## src/hw/zone_brightness_consts.svh

```systemverilog
// Register indexes, field positions and reset values of the zone block
//
// Overview of operation
// - Zone report holds zone 0..4, upper bits zero
// - New zone report pulls interrupt pin low
// - Reading zone report releases interrupt pin
// - Bit 3 flags change, cleared by report read
// - Load select low nibble first, high second
// - Load code zero leaves input high impedance
// - Codes 1..15 select decreasing resistances
// - Seven-bit LED level, bit 7 unused, reset 7f
// - Level scales full-scale current, config bits 4:2
// - Config bit 1 picks exponential or linear curve
`ifndef ZONE_BRIGHTNESS_CONSTS_SVH
`define ZONE_BRIGHTNESS_CONSTS_SVH

// Register indexes; byte address is four times the index
`define IDX_GEN_CONFIG    8'h10
`define IDX_ZONE_REPORT   8'h40
`define IDX_LOAD_SELECT   8'h41
`define IDX_INT_STATUS    8'h50
`define IDX_INT_MASK      8'h51
`define IDX_BOUNDARY_BASE 8'h60
`define IDX_LED_LEVEL     8'ha0

// Reset values
`define RST_GEN_CONFIG    8'h00
`define RST_ZONE_REPORT   8'h00
`define RST_LOAD_SELECT   8'h00
`define RST_INT_STATUS    8'h00
`define RST_INT_MASK      8'h00
`define RST_LED_LEVEL     8'h7f
`define RST_BOUNDARY0     8'h33
`define RST_BOUNDARY1     8'h66
`define RST_BOUNDARY2     8'h99
`define RST_BOUNDARY3     8'hcc

// Field positions
`define ZONE_MSB          2
`define ZONE_FLAG_BIT     3
`define FIRST_LOAD_LSB    0
`define SECOND_LOAD_LSB   4
`define LEVEL_MSB         6
`define CURVE_BIT         1
`define FULL_SCALE_LSB    2
`define INT_ZONE_BIT      0

// Fraction of full scale that means exactly 100 percent
`define FULL_SCALE_FRAC   12'hfff

`endif

```

## src/hw/zone_brightness_pkg.sv

```systemverilog
// Types shared by the zone and brightness register block
package zone_brightness_pkg;

  typedef logic [2:0]  zone_t;
  typedef logic [3:0]  load_code_t;
  typedef logic [6:0]  level_code_t;
  typedef logic [11:0] frac_t;
  typedef logic [7:0]  sense_t;

  typedef enum logic {
    CURVE_EXP = 1'b0,
    CURVE_LIN = 1'b1
  } curve_e;

endpackage : zone_brightness_pkg

```

## src/hw/ambient_zone_regs.sv

```systemverilog
// APB register bank for ambient zone report, sensor loads and LED level
//
// Implementation choice: the APB register port.
`timescale 1ns/1ps
`include "zone_brightness_consts.svh"
module ambient_zone_regs
  import zone_brightness_pkg::*;
#(
  parameter int ADDR_W = 12
)
(
  input  wire logic              clk_in,
  input  wire logic              rst_n_in,
  // APB slave
  input  wire logic              psel_in,
  input  wire logic              penable_in,
  input  wire logic              pwrite_in,
  input  wire logic [ADDR_W-1:0] paddr_in,
  input  wire logic [31:0]       pwdata_in,
  input  wire logic [3:0]        pstrb_in,
  output logic [31:0]            prdata_out,
  output logic                   pready_out,
  output logic                   pslverr_out,
  // Digitised level of the active sensor input
  input  wire sense_t            sense_level_in,
  input  wire logic              sense_valid_in,
  // Open-drain interrupt pin and level interrupt
  output logic                   int_n_out,
  output logic                   int_n_oe_out,
  output logic                   irq_out,
  // Resistor network controls
  output load_code_t             first_load_code_out,
  output logic                   first_hiz_out,
  output load_code_t             second_load_code_out,
  output logic                   second_hiz_out,
  // LED current controls
  output logic [2:0]             full_scale_sel_out,
  output curve_e                 led_curve_out,
  output frac_t                  led_current_frac_out,
  output zone_t                  zone_out
);

  // Highest index used is 8'ha0, byte address needs ten bits
  if (ADDR_W < 10 || ADDR_W > 32) begin : g_addr_check
    $error("ADDR_W must be between 10 and 32");
  end

  // Register state
  logic [7:0]  gen_config_r;
  zone_t       zone_report_r;
  logic        zone_flag_r;
  logic [7:0]  load_select_r;
  level_code_t led_level_r;
  sense_t      bound_r [4];
  logic        int_status_r;
  logic        int_mask_r;
  logic [31:0] prdata_r;
  logic        slverr_r;

  // Bus decode
  logic [7:0]  idx;
  logic        idx_hit;
  logic        setup_ph;
  logic        access_ph;
  logic        wr_en;
  logic        rd_en;
  logic [31:0] rd_mux;
  logic        mapped;

  // Classifier link
  zone_t       zone_live;
  logic        zone_change;

  assign setup_ph  = psel_in && !penable_in;
  assign access_ph = psel_in && penable_in;

  // Word index; bits above the index must be zero to hit
  assign idx     = paddr_in[9:2];
  assign idx_hit = (paddr_in[1:0] == 2'b00) &&
                   ((paddr_in >> 10) == '0);

  assign wr_en = access_ph && pwrite_in && idx_hit && pstrb_in[0];
  assign rd_en = access_ph && !pwrite_in && idx_hit;

  // Read data and map check for the current index
  always_comb begin
    rd_mux = 32'h0000_0000;
    mapped = 1'b1;
    unique case (idx)
      `IDX_GEN_CONFIG:  rd_mux[7:0] = gen_config_r;
      `IDX_ZONE_REPORT: begin
        rd_mux[`ZONE_MSB:0]    = zone_report_r;
        rd_mux[`ZONE_FLAG_BIT] = zone_flag_r;
      end
      `IDX_LOAD_SELECT: rd_mux[7:0] = load_select_r;
      `IDX_INT_STATUS:  rd_mux[`INT_ZONE_BIT] = int_status_r;
      `IDX_INT_MASK:    rd_mux[`INT_ZONE_BIT] = int_mask_r;
      `IDX_LED_LEVEL:   rd_mux[`LEVEL_MSB:0] = led_level_r;
      `IDX_BOUNDARY_BASE:        rd_mux[7:0] = bound_r[0];
      `IDX_BOUNDARY_BASE + 8'h1: rd_mux[7:0] = bound_r[1];
      `IDX_BOUNDARY_BASE + 8'h2: rd_mux[7:0] = bound_r[2];
      `IDX_BOUNDARY_BASE + 8'h3: rd_mux[7:0] = bound_r[3];
      default: mapped = 1'b0;
    endcase
    if (!idx_hit) begin
      mapped = 1'b0;
      rd_mux = 32'h0000_0000;
    end
  end

  // Read data and error captured in setup, shown in access
  always_ff @(posedge clk_in) begin
    if (!rst_n_in) begin
      prdata_r <= 32'h0000_0000;
      slverr_r <= 1'b0;
    end else if (setup_ph) begin
      prdata_r <= pwrite_in ? 32'h0000_0000 : rd_mux;
      slverr_r <= !mapped;
    end
  end

  // Zero wait states; error only during the access phase
  assign pready_out  = 1'b1;
  assign pslverr_out = access_ph && slverr_r;
  assign prdata_out  = prdata_r;

  // General configuration: curve select and full-scale select
  always_ff @(posedge clk_in) begin
    if (!rst_n_in) begin
      gen_config_r <= `RST_GEN_CONFIG;
    end else if (wr_en && idx == `IDX_GEN_CONFIG) begin
      gen_config_r <= pwdata_in[7:0];
    end
  end

  // Sensor load select, both nibbles writable
  always_ff @(posedge clk_in) begin
    if (!rst_n_in) begin
      load_select_r <= `RST_LOAD_SELECT;
    end else if (wr_en && idx == `IDX_LOAD_SELECT) begin
      load_select_r <= pwdata_in[7:0];
    end
  end

  // LED level; bit 7 is dropped and reads zero
  always_ff @(posedge clk_in) begin
    if (!rst_n_in) begin
      led_level_r <= level_code_t'(`RST_LED_LEVEL);
    end else if (wr_en && idx == `IDX_LED_LEVEL) begin
      led_level_r <= pwdata_in[`LEVEL_MSB:0];
    end
  end

  // Zone boundaries
  always_ff @(posedge clk_in) begin
    if (!rst_n_in) begin
      bound_r[0] <= `RST_BOUNDARY0;
      bound_r[1] <= `RST_BOUNDARY1;
      bound_r[2] <= `RST_BOUNDARY2;
      bound_r[3] <= `RST_BOUNDARY3;
    end else if (wr_en && idx[7:2] == 6'(`IDX_BOUNDARY_BASE >> 2)) begin
      bound_r[idx[1:0]] <= pwdata_in[7:0];
    end
  end

  // Zone detection against the four boundaries
  zone_classifier u_zone (
    .clk_in     (clk_in),
    .rst_n_in   (rst_n_in),
    .level_in   (sense_level_in),
    .valid_in   (sense_valid_in),
    .bound0_in  (bound_r[0]),
    .bound1_in  (bound_r[1]),
    .bound2_in  (bound_r[2]),
    .bound3_in  (bound_r[3]),
    .zone_out   (zone_live),
    .change_out (zone_change)
  );

  // Zone report: number follows each change
  always_ff @(posedge clk_in) begin
    if (!rst_n_in) begin
      zone_report_r <= zone_t'(`RST_ZONE_REPORT);
    end else if (zone_change) begin
      zone_report_r <= zone_live;
    end
  end

  // Change flag doubles as the pin pull; set beats read clear
  always_ff @(posedge clk_in) begin
    if (!rst_n_in) begin
      zone_flag_r <= 1'b0;
    end else if (zone_change) begin
      zone_flag_r <= 1'b1;
    end else if (rd_en && idx == `IDX_ZONE_REPORT) begin
      zone_flag_r <= 1'b0;
    end
  end

  // Open-drain pin: drive low while a change awaits a read
  assign int_n_out    = 1'b0;
  assign int_n_oe_out = zone_flag_r;

  // Sticky status, write one to clear; a new event wins
  always_ff @(posedge clk_in) begin
    if (!rst_n_in) begin
      int_status_r <= 1'(`RST_INT_STATUS >> `INT_ZONE_BIT);
    end else if (zone_change) begin
      int_status_r <= 1'b1;
    end else if (wr_en && idx == `IDX_INT_STATUS &&
                 pwdata_in[`INT_ZONE_BIT]) begin
      int_status_r <= 1'b0;
    end
  end

  // Interrupt mask
  always_ff @(posedge clk_in) begin
    if (!rst_n_in) begin
      int_mask_r <= 1'(`RST_INT_MASK >> `INT_ZONE_BIT);
    end else if (wr_en && idx == `IDX_INT_MASK) begin
      int_mask_r <= pwdata_in[`INT_ZONE_BIT];
    end
  end

  assign irq_out = int_status_r && int_mask_r;

  // Resistor network: code passed on, zero means open input
  assign first_load_code_out  =
    load_select_r[`FIRST_LOAD_LSB +: 4];
  assign second_load_code_out =
    load_select_r[`SECOND_LOAD_LSB +: 4];
  assign first_hiz_out  =
    load_select_r[`FIRST_LOAD_LSB +: 4] == 4'h0;
  assign second_hiz_out =
    load_select_r[`SECOND_LOAD_LSB +: 4] == 4'h0;

  // Full-scale select and curve select for the current DAC
  assign full_scale_sel_out = gen_config_r[`FULL_SCALE_LSB +: 3];
  assign led_curve_out      = curve_e'(gen_config_r[`CURVE_BIT]);
  assign zone_out           = zone_report_r;

  // Level to fraction of full scale
  led_curve_map u_curve (
    .clk_in   (clk_in),
    .rst_n_in (rst_n_in),
    .code_in  (led_level_r),
    .curve_in (curve_e'(gen_config_r[`CURVE_BIT])),
    .frac_out (led_current_frac_out)
  );

endmodule : ambient_zone_regs

```

## src/hw/led_curve_map.sv

```systemverilog
// Maps the seven-bit LED level to a fraction of full-scale current
`timescale 1ns/1ps
`include "zone_brightness_consts.svh"
module led_curve_map
  import zone_brightness_pkg::*;
(
  input  wire logic        clk_in,
  input  wire logic        rst_n_in,
  input  wire level_code_t code_in,
  input  wire curve_e      curve_in,
  output frac_t            frac_out
);

  frac_t frac_nxt;
  frac_t frac_r;
  frac_t lin_val;
  frac_t exp_val;

  // Linear: code*32 + code/4 gives 0 at 0 and 4095 at 127
  assign lin_val = {code_in, 5'h00} + {7'h00, code_in[6:2]};

  // Exponential: top three bits are the octave, low four the step
  assign exp_val = frac_t'({7'h00, 1'b1, code_in[3:0]} << code_in[6:4]);

  // Pick the curve; both ends are forced exactly
  always_comb begin
    if (curve_in == CURVE_LIN) begin
      frac_nxt = lin_val;
    end else begin
      frac_nxt = exp_val;
    end
    if (code_in == 7'h00) begin
      frac_nxt = 12'h000;
    end else if (code_in == 7'h7f) begin
      frac_nxt = `FULL_SCALE_FRAC;
    end
  end

  always_ff @(posedge clk_in) begin
    if (!rst_n_in) begin
      frac_r <= 12'h000;
    end else begin
      frac_r <= frac_nxt;
    end
  end

  assign frac_out = frac_r;

endmodule : led_curve_map

```

## src/hw/zone_classifier.sv

```systemverilog
// Classifies the digitised sensor level into one of five zones
`timescale 1ns/1ps
`include "zone_brightness_consts.svh"
module zone_classifier
  import zone_brightness_pkg::*;
(
  input  wire logic   clk_in,
  input  wire logic   rst_n_in,
  input  wire sense_t level_in,
  input  wire logic   valid_in,
  input  wire sense_t bound0_in,
  input  wire sense_t bound1_in,
  input  wire sense_t bound2_in,
  input  wire sense_t bound3_in,
  output zone_t       zone_out,
  output logic        change_out
);

  zone_t zone_nxt;
  zone_t zone_r;
  logic  change_r;

  // Count boundaries at or below the level; ordering is trusted
  always_comb begin
    zone_nxt = 3'h0;
    if (level_in >= bound0_in) zone_nxt = 3'h1;
    if (level_in >= bound1_in) zone_nxt = 3'h2;
    if (level_in >= bound2_in) zone_nxt = 3'h3;
    if (level_in >= bound3_in) zone_nxt = 3'h4;
  end

  // Keep last reported zone, pulse only on a difference
  always_ff @(posedge clk_in) begin
    if (!rst_n_in) begin
      zone_r   <= 3'h0;
      change_r <= 1'b0;
    end else begin
      change_r <= valid_in && (zone_nxt != zone_r);
      if (valid_in) begin
        zone_r <= zone_nxt;
      end
    end
  end

  assign zone_out   = zone_r;
  assign change_out = change_r;

endmodule : zone_classifier

```

## config.mk

```make
export PLATFORM = sky130hd
export DESIGN_NAME = ambient_zone_regs
export DESIGN_NICKNAME = d
export VERILOG_FILES = /design/src/hw/zone_brightness_pkg.sv /design/src/hw/ambient_zone_regs.sv /design/src/hw/led_curve_map.sv /design/src/hw/zone_classifier.sv
export VERILOG_INCLUDE_DIRS = /design/src /design/src/hw
export SDC_FILE = /design/constraint.sdc
export NUM_CORES = 1
export LEC_CHECK = 0
export ABC_AREA = 1
export BUFFER_PORTS_ARGS = -buffer_cell sky130_fd_sc_hd__buf_2
export CAP_MARGIN = 40
export CORE_UTILIZATION = 48
export CTS_BUF_LIST = sky130_fd_sc_hd__clkbuf_16
export DETAILED_ROUTE_END_ITERATION = 7
export GPL_TIMING_DRIVEN = 0
export HOLD_SLACK_MARGIN = 0.06
export PLACE_DENSITY = 0.87
export SETUP_SLACK_MARGIN = 0.05
export SLEW_MARGIN = 20
export SYNTH_ARGS = -nofsm -noshare
export SYNTH_HDL_FRONTEND = slang
export SYNTH_SLANG_ARGS = --single-unit
```

## constraint.sdc

```tcl
create_clock -name clk_in -period 2.1 [get_ports clk_in]
set_clock_uncertainty 0.2 [all_clocks]
set_input_delay 0.42 -clock clk_in [delete_from_list [all_inputs] [get_ports clk_in]]
set_output_delay 0.42 -clock clk_in [all_outputs]
set_load 0.01 [all_outputs]
```

==> results of run 1 <==
## cell families after synthesis
kind of cell / after synthesis / share of synthesized area, %
AOI/OAI and AO/OA: 131 / 14.7
other: 2 / 0.151
buffers and inverters: 138 / 12.9
adders and majority gates: 32 / 8.08
and+or+nand+nor: 256 / 23.0
DFF: 86 / 41.2
## cells in the mapped netlist (10+ instances only)
library cell  instances
a21oi_1              51
buf_4                30
clkbuf_1             10
dfxtp_1              54
edfxtp_1             32
ha_1                 32
inv_1                87
nand2_1             149
nand3_1              24
nor2_1               46
nor3_1               12
o21ai_0              45
o22ai_1              12
## final cells by class
class | instances | share of cell area (%)
plain buffers | 43 | 4.80
clock buffers | 11 | 4.57
clock inverters | 5 | 0.499
inverters | 95 | 6.01
multi-input cells | 445 | 40.9
flip-flops and latches | 86 | 33.9
well taps | 133 | 2.76
repair buffers | 77 | 6.57
## worst paths after layout
| check | startpoint | to | slack, ns | cells after the start |
|---|---|---|---|---|
| hold reg to reg | prdata_out[7] | prdata_out[7] | 0.27 | 2 |
| setup / recovery | bound_r[3][1] | u_zone.change_out | 0.09 | 14 |
| setup reg to reg | bound_r[3][1] | u_zone.change_out | 0.09 | 14 |
| hold / removal | sense_valid_in | u_zone.zone_out[0] | 0.13 | 2 |
## per-stage QoR
| stage | area (µm²) | power, W |
|---|---|---|
| after global placement | 5620 | 0.00229 |
| after global routing | 6020 | 0.00402 |
| after CTS | 5960 | 0.00388 |
| final | 6020 | 0.00390 |
| after detailed placement | 5620 | 0.00231 |
| after floorplan | 5090 | 0.00215 |
## critical path, cell delays in order, from the launching register on
cell and delay (ns):
edfxtp_1 0.39, inv_2 0.08, ha_1 0.24, inv_1 0.06, nor2_1 0.03, o21ai_1 0.13
nand2_1 0.10, nand2_1 0.09, nand2_2 0.08, nor2_4 0.17, nand2_2 0.08, nand2_1 0.06
nand2_1 0.05, nor2_1 0.08, a21oi_1 0.06
## per-layer routing
metal	up-vias	GRT usage, %
met4	0	10.8
met2	224	40.3
met3	28	4.47
met1	2163	33.5
met5	-	0
li1	2313	-
## report_power, final
group	total [W]	switching, W	internal [W]	leakage (nW)
Clock	0.00160	0.000662	0.000941	0.159
Combinational	0.000476	0.000300	0.000176	2.13
Sequential	0.00182	0.0000308	0.00179	0.755
Total	0.00390	0.000993	0.00290	3.04
## flip-flops by register name, summed over array words and instances, names as in the netlist
signal / cells
u_zone.change_out: 1
u_curve.frac_out: 12
prdata_out: 8
load_select_r: 8
led_level_r: 7
zone_out: 3
int_n_oe_out: 1
gen_config_r: 8
u_zone.zone_out: 3
slverr_r: 1
int_mask_r: 1
int_status_r: 1
bound_r: 32
## timing repair
item	CTS	global route
endpoints found under the setup margin	51	50
buffers inserted	2	2
gates resized for setup	4	15
pin swaps	2	1
==> flow_metrics.py, run 1 <==
metrics = {
    "global_routing": {
        "antenna_found_initial": 0,
        "gr-total-overflow": 0,
        "grt_first_pass_wirelength_um": 21200,
        "grt.total_usage_pct": 25.2,
        "grt_pass1_vias": 4241,
        "grt_max_degree": 15,
    },
    "place": {
        "port_buffers": 73,
        "place_congestion": 0.984,
        "dp_cells": 875,
        "dp_hpwl_um": 10000,
        "pre_cts_slack_ns": -0.581,
    },
    "timing": {
        "max_slew_margin_pct": 40.1,
        "setup_violations": 0,
        "rsz0062_at_grt": "true",
        "period_needed_ns": 2.01,
        "max_freq_mhz": 498,
        "whs_ns": 0.125,
        "hold_violations": 0,
        "tightest_slew_ns": 0.899,
        "fin_crit_sh_pct": 95.6,
        "slew_viol_final": 0,
        "postLayoutSetupSlackWorst_ns": 0.0932,
        "tns_ns": 0,
    },
    "floorplanning": {
        "fp.dieW_um": 104,
        "dieArea_um2": 10700,
        "core_um2": 9910,
        "rows": 36,
        "io_pins": 128,
        "start_util_pct": 50.0,
        "die_h_um": 104,
    },
    "worst_setup_path": {
        "path_class": "reg2reg",
        "cp-start-kind": "flip-flop",
        "endpoint_kind": "flip-flop",
        "worstPathArrival_ns": 2.05,
        "path_max_fanout": 6,
        "cp.required_ns": 2.15,
    },
    "layout": {
        "fillCellCount": 891,
        "regArea_um2": 2040,
        "layout_common_cells": "143 x nand2_1, 85 x inv_1, 75 x buf_2, 54 x dfxtp_1, 51 x a21oi_1",
        "layout-drive-gt1-share_pct": 21.9,
        "multiInputGateArea_um2": 2460,
        "post-route-util_pct": 60.7,
        "final_common_cell": "nand2_1",
        "area_delta_synth_final_pct": 21.4,
        "antenna_cells": 0,
        "stdcell_count": 895,
        "nets": 851,
    },
    "min_path": {
        "min_path_type": "in2reg",
    },
    "clock_network": {
        "clockBufferDepth": 2,
        "cts_root_buf": "clkbuf_16",
        "ctsHoldBuffers": 0,
        "cts.sinks": 86,
        "cts_tree": "yes",
        "path_clk_slew_ns": 0.07,
        "numCtsBuffers": 9,
        "clk_latency_ns": 0.35,
        "htree_levels": 3,
    },
    "routing": {
        "wire_per_inst_um": 14.9,
        "drt_iter0_markers": 519,
        "routed_wl_um": 13400,
        "route.detailed.drc": 0,
        "ant_nets": 0,
        "dr.pass1.iters": 5,
        "wl_met3_um": 1120,
        "met1_length_um": 5690,
        "dr.max_layer_used": "met4",
        "via_count": 4728,
        "wl_met2_um": 6220,
        "viasPerCell": 5.28,
    },
    "yosys": {
        "seq_area_frac_synth_pct": 41.2,
        "synth_edf_count": 32,
        "syn_area_um2": 4960,
        "ys_warn_count": 0,
        "syn_avg_cell_area_um2": 7.69,
        "synth_cell_types": 42,
        "yosys.area.top_type": "dfxtp_1",
        "async_reset_ff_share_pct": 0,
        "ys_ff_latch": 86,
        "synthTopCellsByArea": "dfxtp_1 22%, edfxtp_1 19%, nand2_1 11%",
        "syn_inst": 645,
        "yosys.area.top_type_share_pct": 21.8,
        "ys.flop_type": "dfxtp_1",
    },
    "job": {
        "drv_cap": 0,
    },
    "power_and_ir_drop": {
        "max-vdd-ir-drop_uv": 415,
        "power.density_nw_per_um2": 647,
        "p_leak_nw": 3.04,
    },
    "status": {
        "status": "completed",
    },
}
(Power assumes the default switching activity.)
==> inputs of run 2 (changes only) <==
- CORE_UTILIZATION: 48 -> 29
- PLACE_DENSITY: 0.87 -> 0.61
- SYNTH_HIERARCHICAL: not set -> 1
==> run 2 against run 1 <==
  * The run now ends with design-rule violations left
  * Clock power is essentially flat
  * Critical path depth shrank 2
  * Sequential power is essentially flat
  * Global-route usage shrank 9.7 points
  * Total power grew 0.88%
  * Largest cell class unchanged
==> flow_metrics.py, run 2 <==
metrics = {
    "status": {
        "status": "complete, but fails checks",
        "violations": "design-rule violations",
    },
    "layout": {
        "multiInputGateArea_um2": 2840,
        "stdcell_count": 1059,
        "regMostFlops": "bound_r",
        "area_delta_synth_final_pct": 20.9,
        "largest_reg_flops": 32,
        "regArea_um2": 2040,
        "layout-drive-gt1-share_pct": 27.5,
        "fin_area_um2": 6580,
        "post-route-util_pct": 36.3,
        "final_common_cell": "nand2_1",
        "fillCellCount": 1909,
        "antenna_cells": 0,
        "nets": 919,
        "layout_common_cells": "179 x nand2_1, 76 x buf_2, 75 x inv_1, 56 x nor2_1, 54 x dfxtp_1",
    },
    "worst_setup_path": {
        "crit_start": "bound_r[3][5]",
        "r2r_cells": 12,
        "max_stage_delay_ns": 0.43,
        "cp-start-kind": "flip-flop",
        "cp.required_ns": 2.15,
        "worstPathCellList": "inv_1 > ha_1 > nand2_1 > nor2_1 > nand2_1 > nand2_2 > nor2_4 > nand2_2 > nand2_1 > nand2_1 > nor2_2 > a21oi_2",
        "cpLargestDelayFamily": "simple AND/OR/NAND/NOR gates",
        "worst_path_max_delay_cell": "edfxtp_1",
        "worstPathArrival_ns": 2.01,
        "path_max_fanout": 6,
        "reg2reg_slack_ns": 0.14,
        "crit_path_frequent_cell": "nand2_1",
        "path_class": "reg2reg",
        "worstReg2RegEnd": "u_zone/change_out",
        "reg2reg_from": "bound_r[3][5]",
        "worst-path-buf-inv": 1,
        "endpoint_kind": "flip-flop",
    },
    "power_and_ir_drop": {
        "power.density_nw_per_um2": 598,
        "internal_power_w": 0.00287,
        "max-vdd-ir-drop_uv": 371,
        "p_total_w": 0.00393,
        "power.switching_w": 0.00106,
        "p_leak_nw": 3.42,
        "pwr-share-comb_pct": 13.4,
        "seqPwrFrac_pct": 46.6,
        "p_clk_share_pct": 40.1,
        "switching_share_pct": 27.1,
    },
    "timing": {
        "slew_viol_final": 0,
        "setup_violations": 0,
        "rsz0062_at_grt": "true",
        "period_needed_ns": 1.96,
        "whs_ns": 0.129,
        "hold_violations": 0,
        "max_freq_mhz": 510,
        "fin_crit_sh_pct": 93.3,
    },
    "floorplanning": {
        "core_um2": 18100,
        "die_h_um": 139,
        "start_util_pct": 30.0,
        "fp.dieW_um": 139,
        "io_pins": 128,
        "rows": 49,
        "dieArea_um2": 19300,
    },
    "min_path": {
        "min_path_cells": 2,
        "min-delay-start": "sense_valid_in",
        "whs_endpoint": "u_zone/zone_out[0]",
        "min_path_type": "in2reg",
    },
    "clock_network": {
        "cts_tree": "yes",
        "path_clk_slew_ns": 0.07,
        "numCtsBuffers": 9,
        "htree_levels": 3,
        "clockBufferDepth": 2,
        "cts_root_buf": "clkbuf_16",
        "cts.sinks": 86,
        "clk_latency_ns": 0.35,
    },
    "global_routing": {
        "grt_first_pass_wirelength_um": 22900,
        "antenna_found_initial": 0,
        "grt_max_degree": 20,
        "gr-total-overflow": 0,
        "grt_pass1_vias": 4302,
        "grt.total_usage_pct": 15.5,
    },
    "yosys": {
        "synth.most_common_cell": "nand2_1",
        "syn_inst": 711,
        "ys_ff_latch": 86,
        "syn_area_um2": 5440,
        "synth_cell_types": 42,
        "yosys.area.top_type": "dfxtp_1",
        "yosys.area.top_type_share_pct": 19.9,
        "synthTopCellsByArea": "dfxtp_1 20%, edfxtp_1 18%, nand2_1 13%",
        "seq_area_frac_synth_pct": 37.5,
        "ys.flop_type": "dfxtp_1",
        "ys_warn_count": 6,
        "syn_avg_cell_area_um2": 7.65,
        "async_reset_ff_share_pct": 0,
        "netlist_top_cells_count": "185 x nand2_1, 78 x inv_1, 56 x nor2_1",
        "synth_edf_count": 32,
    },
    "routing": {
        "wire_per_inst_um": 13.7,
        "routed_wl_um": 14500,
        "ant_nets": 0,
        "via_count": 4720,
        "dr.pass1.iters": 8,
        "route.detailed.drc": 3,
        "viasPerCell": 4.46,
        "drt_iter0_markers": 339,
    },
    "job": {
        "drv_cap": 0,
    },
    "place": {
        "place_congestion": 0.864,
        "dp_hpwl_um": 11800,
        "place_area_um2": 6190,
        "port_buffers": 74,
        "dp_cells": 1038,
    },
}
## run 2: what timing repair did
| item | CTS | global route |
|---|---|---|
| endpoints found under the setup margin | 16 | 33 |
| resized for setup | 0 | 14 |
| pin swaps | 0 | 8 |
| hold buffers | 0 | 0 |
| setup buffers | 0 | 6 |
## run 2: worst max path at each step
stage                              to  cells past startpoint
floorplan               bound_r[0][0]                      9
global placement        bound_r[3][5]                      4
CTS                     bound_r[2][0]                      9
finish              u_zone/change_out                     12
detailed placement      bound_r[3][5]                      4
global route        u_zone/change_out                     11
## run 2: kinds of logic (layout without fill, tap and decap cells)
family / count (synthesis) / count (layout) / synth area share (%)
and+or+nand+nor: 351 / 351 / 31.3
AOI/OAI and AO/OA: 98 / 98 / 10.7
DFF: 86 / 86 / 37.5
adders and majority gates: 32 / 32 / 7.36
other: 2 / 26 / 0.138
buffers and inverters: 142 / 237 / 12.9
## run 2: cell type report
| type | count | area share (%) |
|---|---|---|
| plain buffers | 39 | 4.49 |
| clock buffers | 10 | 3.80 |
| clock inverters | 6 | 0.609 |
| inverters | 102 | 6.16 |
| multi-input cells | 507 | 43.2 |
| flip-flops and latches | 86 | 31.0 |
| well taps | 229 | 4.36 |
| repair buffers | 80 | 6.31 |
## run 2: worst reg2reg max path: cells and delay by family (launching register included)
kind,cells,cell delay (ns)
flip-flops,1,0.43
adder cells (fa/ha/maj),1,0.23
AO/OA/AOI/OAI,1,0.07
AND/OR/NAND/NOR,9,0.85
buffers and inverters,1,0.09
## run 2: power by group through the flow
stage | Sequential, W | Clock [W] | Combinational (W)
after detailed placement | 0.00187 | 0 | 0.000492
after global routing | 0.00184 | 0.00168 | 0.000595
after floorplan | 0.00186 | 0 | 0.000330
after CTS | 0.00183 | 0.00160 | 0.000493
after global placement | 0.00187 | 0 | 0.000481
final | 0.00183 | 0.00157 | 0.000526
## run 2: routing by layer
metal / track usage, % / vias up / part of all wire, %
met1: 21.2 / 2089 / 49
met2: 23.7 / 133 / 43
met5: 0 / - / 0
li1: - / 2476 / -
met3: 3.97 / 22 / 5.5
met4: 5.32 / 0 / 2.2
## run 2: stage by stage
| stage | worst slack (ns) | setup TNS (ns) |
|---|---|---|
| floorplan | 0.119 | 0 |
| global placement | -0.350 | -9.47 |
| detailed placement | -0.371 | -9.74 |
| CTS | 0.110 | 0 |
| global route | -0.0110 | -0.0110 |
| finish | 0.140 | 0 |
==> inputs of run 3 (changes only) <==
- BUFFER_PORTS_ARGS: -buffer_cell sky130_fd_sc_hd__buf_2 -> -buffer_cell sky130_fd_sc_hd__clkbuf_2
- CELL_PAD_IN_SITES_DETAIL_PLACEMENT: not set -> 1
- CELL_PAD_IN_SITES_GLOBAL_PLACEMENT: not set -> 2
- CORE_UTILIZATION: 29 -> 28
- PLACE_DENSITY: 0.61 -> 0.88
- SKIP_LAST_GASP: not set -> 1
==> run 3 against run 2 <==
  * The flow now finishes without violations
  * Via count grew 3.6%
  * Combinational power shrank 2%
  * Critical path depth shrank 1
  * Core utilization shrank 1.5 points
  * Global-route usage grew 1.8 points
  * Cell area is essentially flat
  * Critical endpoint unchanged
  * Largest cell class unchanged
  * Highest routed layer unchanged
==> flow_metrics.py, run 3 (synthesis results as in run 2) <==
metrics = {
    "timing": {
        "hold_violations": 0,
        "rsz0062_at_grt": "true",
        "setup_violations": 0,
        "postLayoutSetupSlackWorst_ns": 0.0700,
        "slew_viol_final": 0,
        "fin_crit_sh_pct": 96.7,
        "period_needed_ns": 2.03,
        "max_freq_mhz": 493,
    },
    "clock_network": {
        "clockBufferDepth": 2,
        "clk_latency_ns": 0.36,
        "cts.sinks": 86,
        "ctsHoldBuffers": 0,
        "numCtsBuffers": 9,
        "cts_root_buf": "clkbuf_16",
        "htree_levels": 3,
        "path_clk_slew_ns": 0.07,
        "cts_tree": "yes",
    },
    "min_path": {
        "min_path_cells": 2,
        "whs_endpoint": "u_zone/zone_out[1]",
        "min_path_type": "in2reg",
        "min-delay-start": "sense_valid_in",
    },
    "routing": {
        "drt_iter0_markers": 200,
        "dr.pass1.iters": 4,
        "routed_wl_um": 16400,
        "wire_per_inst_um": 15.1,
        "route.detailed.drc": 0,
        "viasPerCell": 4.50,
        "via_count": 4889,
        "ant_nets": 0,
    },
    "power_and_ir_drop": {
        "power.density_nw_per_um2": 612,
        "p_leak_nw": 3.39,
        "max-vdd-ir-drop_uv": 567,
        "p_total_w": 0.00402,
    },
    "worst_setup_path": {
        "cp.required_ns": 2.15,
        "path_class": "reg2reg",
        "reg2reg_from": "bound_r[3][5]",
        "r2r_cells": 11,
        "cp-start-kind": "flip-flop",
        "worstPathArrival_ns": 2.08,
        "reg2reg_slack_ns": 0.07,
        "worstReg2RegEnd": "u_zone/change_out",
        "endpoint_kind": "flip-flop",
        "path_max_fanout": 6,
    },
    "layout": {
        "layout-drive-gt1-share_pct": 26.4,
        "post-route-util_pct": 34.8,
        "regArea_um2": 2040,
        "multiInputGateArea_um2": 2820,
        "largest_reg_flops": 32,
        "nets": 915,
        "fillCellCount": 2375,
        "final_common_cell": "nand2_1",
        "antenna_cells": 0,
        "area_delta_synth_final_pct": 20.8,
        "regMostFlops": "bound_r",
        "layout_common_cells": "180 x nand2_1, 77 x inv_1, 74 x clkbuf_2, 56 x nor2_1, 54 x dfxtp_1",
    },
    "global_routing": {
        "gr-total-overflow": 0,
        "grt_first_pass_wirelength_um": 26300,
        "antenna_found_initial": 0,
        "grt.total_usage_pct": 17.3,
        "grt_pass1_vias": 4910,
        "grt_max_degree": 20,
    },
    "floorplanning": {
        "rows": 50,
        "fp.dieW_um": 141,
        "core_um2": 18900,
        "io_pins": 128,
        "start_util_pct": 28.8,
        "die_h_um": 141,
        "dieArea_um2": 20000,
    },
    "status": {
        "status": "completed",
    },
    "place": {
        "pre_cts_slack_ns": -0.482,
        "place_congestion": 0.836,
        "port_buffers": 74,
        "dp_hpwl_um": 13500,
    },
    "job": {
        "drv_cap": 0,
    },
}
-- run 3: cell types whose count changed in the layout (fill, tap and decap cells not counted), sizes merged --
cell,change
buf,-78
bufinv,+1
clkbuf,+73
clkinv,-2
inv,+2
-- run 3: final cells by class --
cell class	instances	area share (%)
repair buffers	76	5.86
clock inverters	7	1.18
well taps	260	4.95
plain buffers	39	4.49
inverters	102	6.17
multi-input cells	507	42.9
clock buffers	9	3.43
flip-flops and latches	86	31.1
-- run 3: power breakdown --
| group | internal [W] | switching (W) | total [W] |
|---|---|---|---|
| Clock | 0.000939 | 0.000738 | 0.00168 |
| Sequential | 0.00179 | 0.0000453 | 0.00183 |
| Combinational | 0.000187 | 0.000326 | 0.000514 |
| Total | 0.00291 | 0.00111 | 0.00402 |
-- run 3: worst max-delay path by stage --
| stage | startpoint | endpoint | slack (ns) |
|---|---|---|---|
| detailed placement | rst_n_in | bound_r[3][4] | -0.48 |
| finish | bound_r[3][5] | u_zone/change_out | 0.07 |
| CTS | bound_r[1][1] | u_zone/change_out | 0.08 |
| global placement | rst_n_in | bound_r[3][5] | -0.45 |
| global route | bound_r[3][5] | u_zone/change_out | -0.05 |
| floorplan | paddr_in[4] | bound_r[0][0] | 0.12 |
-- run 3: routing by layer --
metal  GRT usage [%]  wire length (µm)  vias to the layer above
met5               0                 0                        -
met4            6.06               336                        0
met3            2.77               482                       21
met2            28.9              7780                       80
met1            22.7              7800                     2322
li1                -                 -                     2466
-- run 3: metrics by stage --
step	setup TNS [ns]	hold slack, ns	instances	area, µm²
global placement	-13.40	0.242	1069	6230
floorplan	0	0.230	735	5530
CTS	0	0.131	1084	6530
finish	0	0.141	1086	6570
detailed placement	-14.45	0.252	1069	6230
global route	-0.0454	0.161	1086	6570
-- run 3: worst max-delay path, stage by stage, from the launching register on --
cell	delay (ns)
edfxtp_1	0.45
inv_1	0.09
ha_1	0.24
a21oi_1	0.15
o21a_1	0.14
nand2_2	0.08
nor2_4	0.19
nand2_2	0.08
nand2_1	0.06
nand2_1	0.06
nor2_2	0.12
a21oi_2	0.06
-- run 3: repair_timing --
item	CTS	global route
pin swaps	0	2
setup endpoints to repair	32	27
gates resized for setup	1	8
setup buffers	0	2
cloned	0	0
hold endpoints to repair	0	0
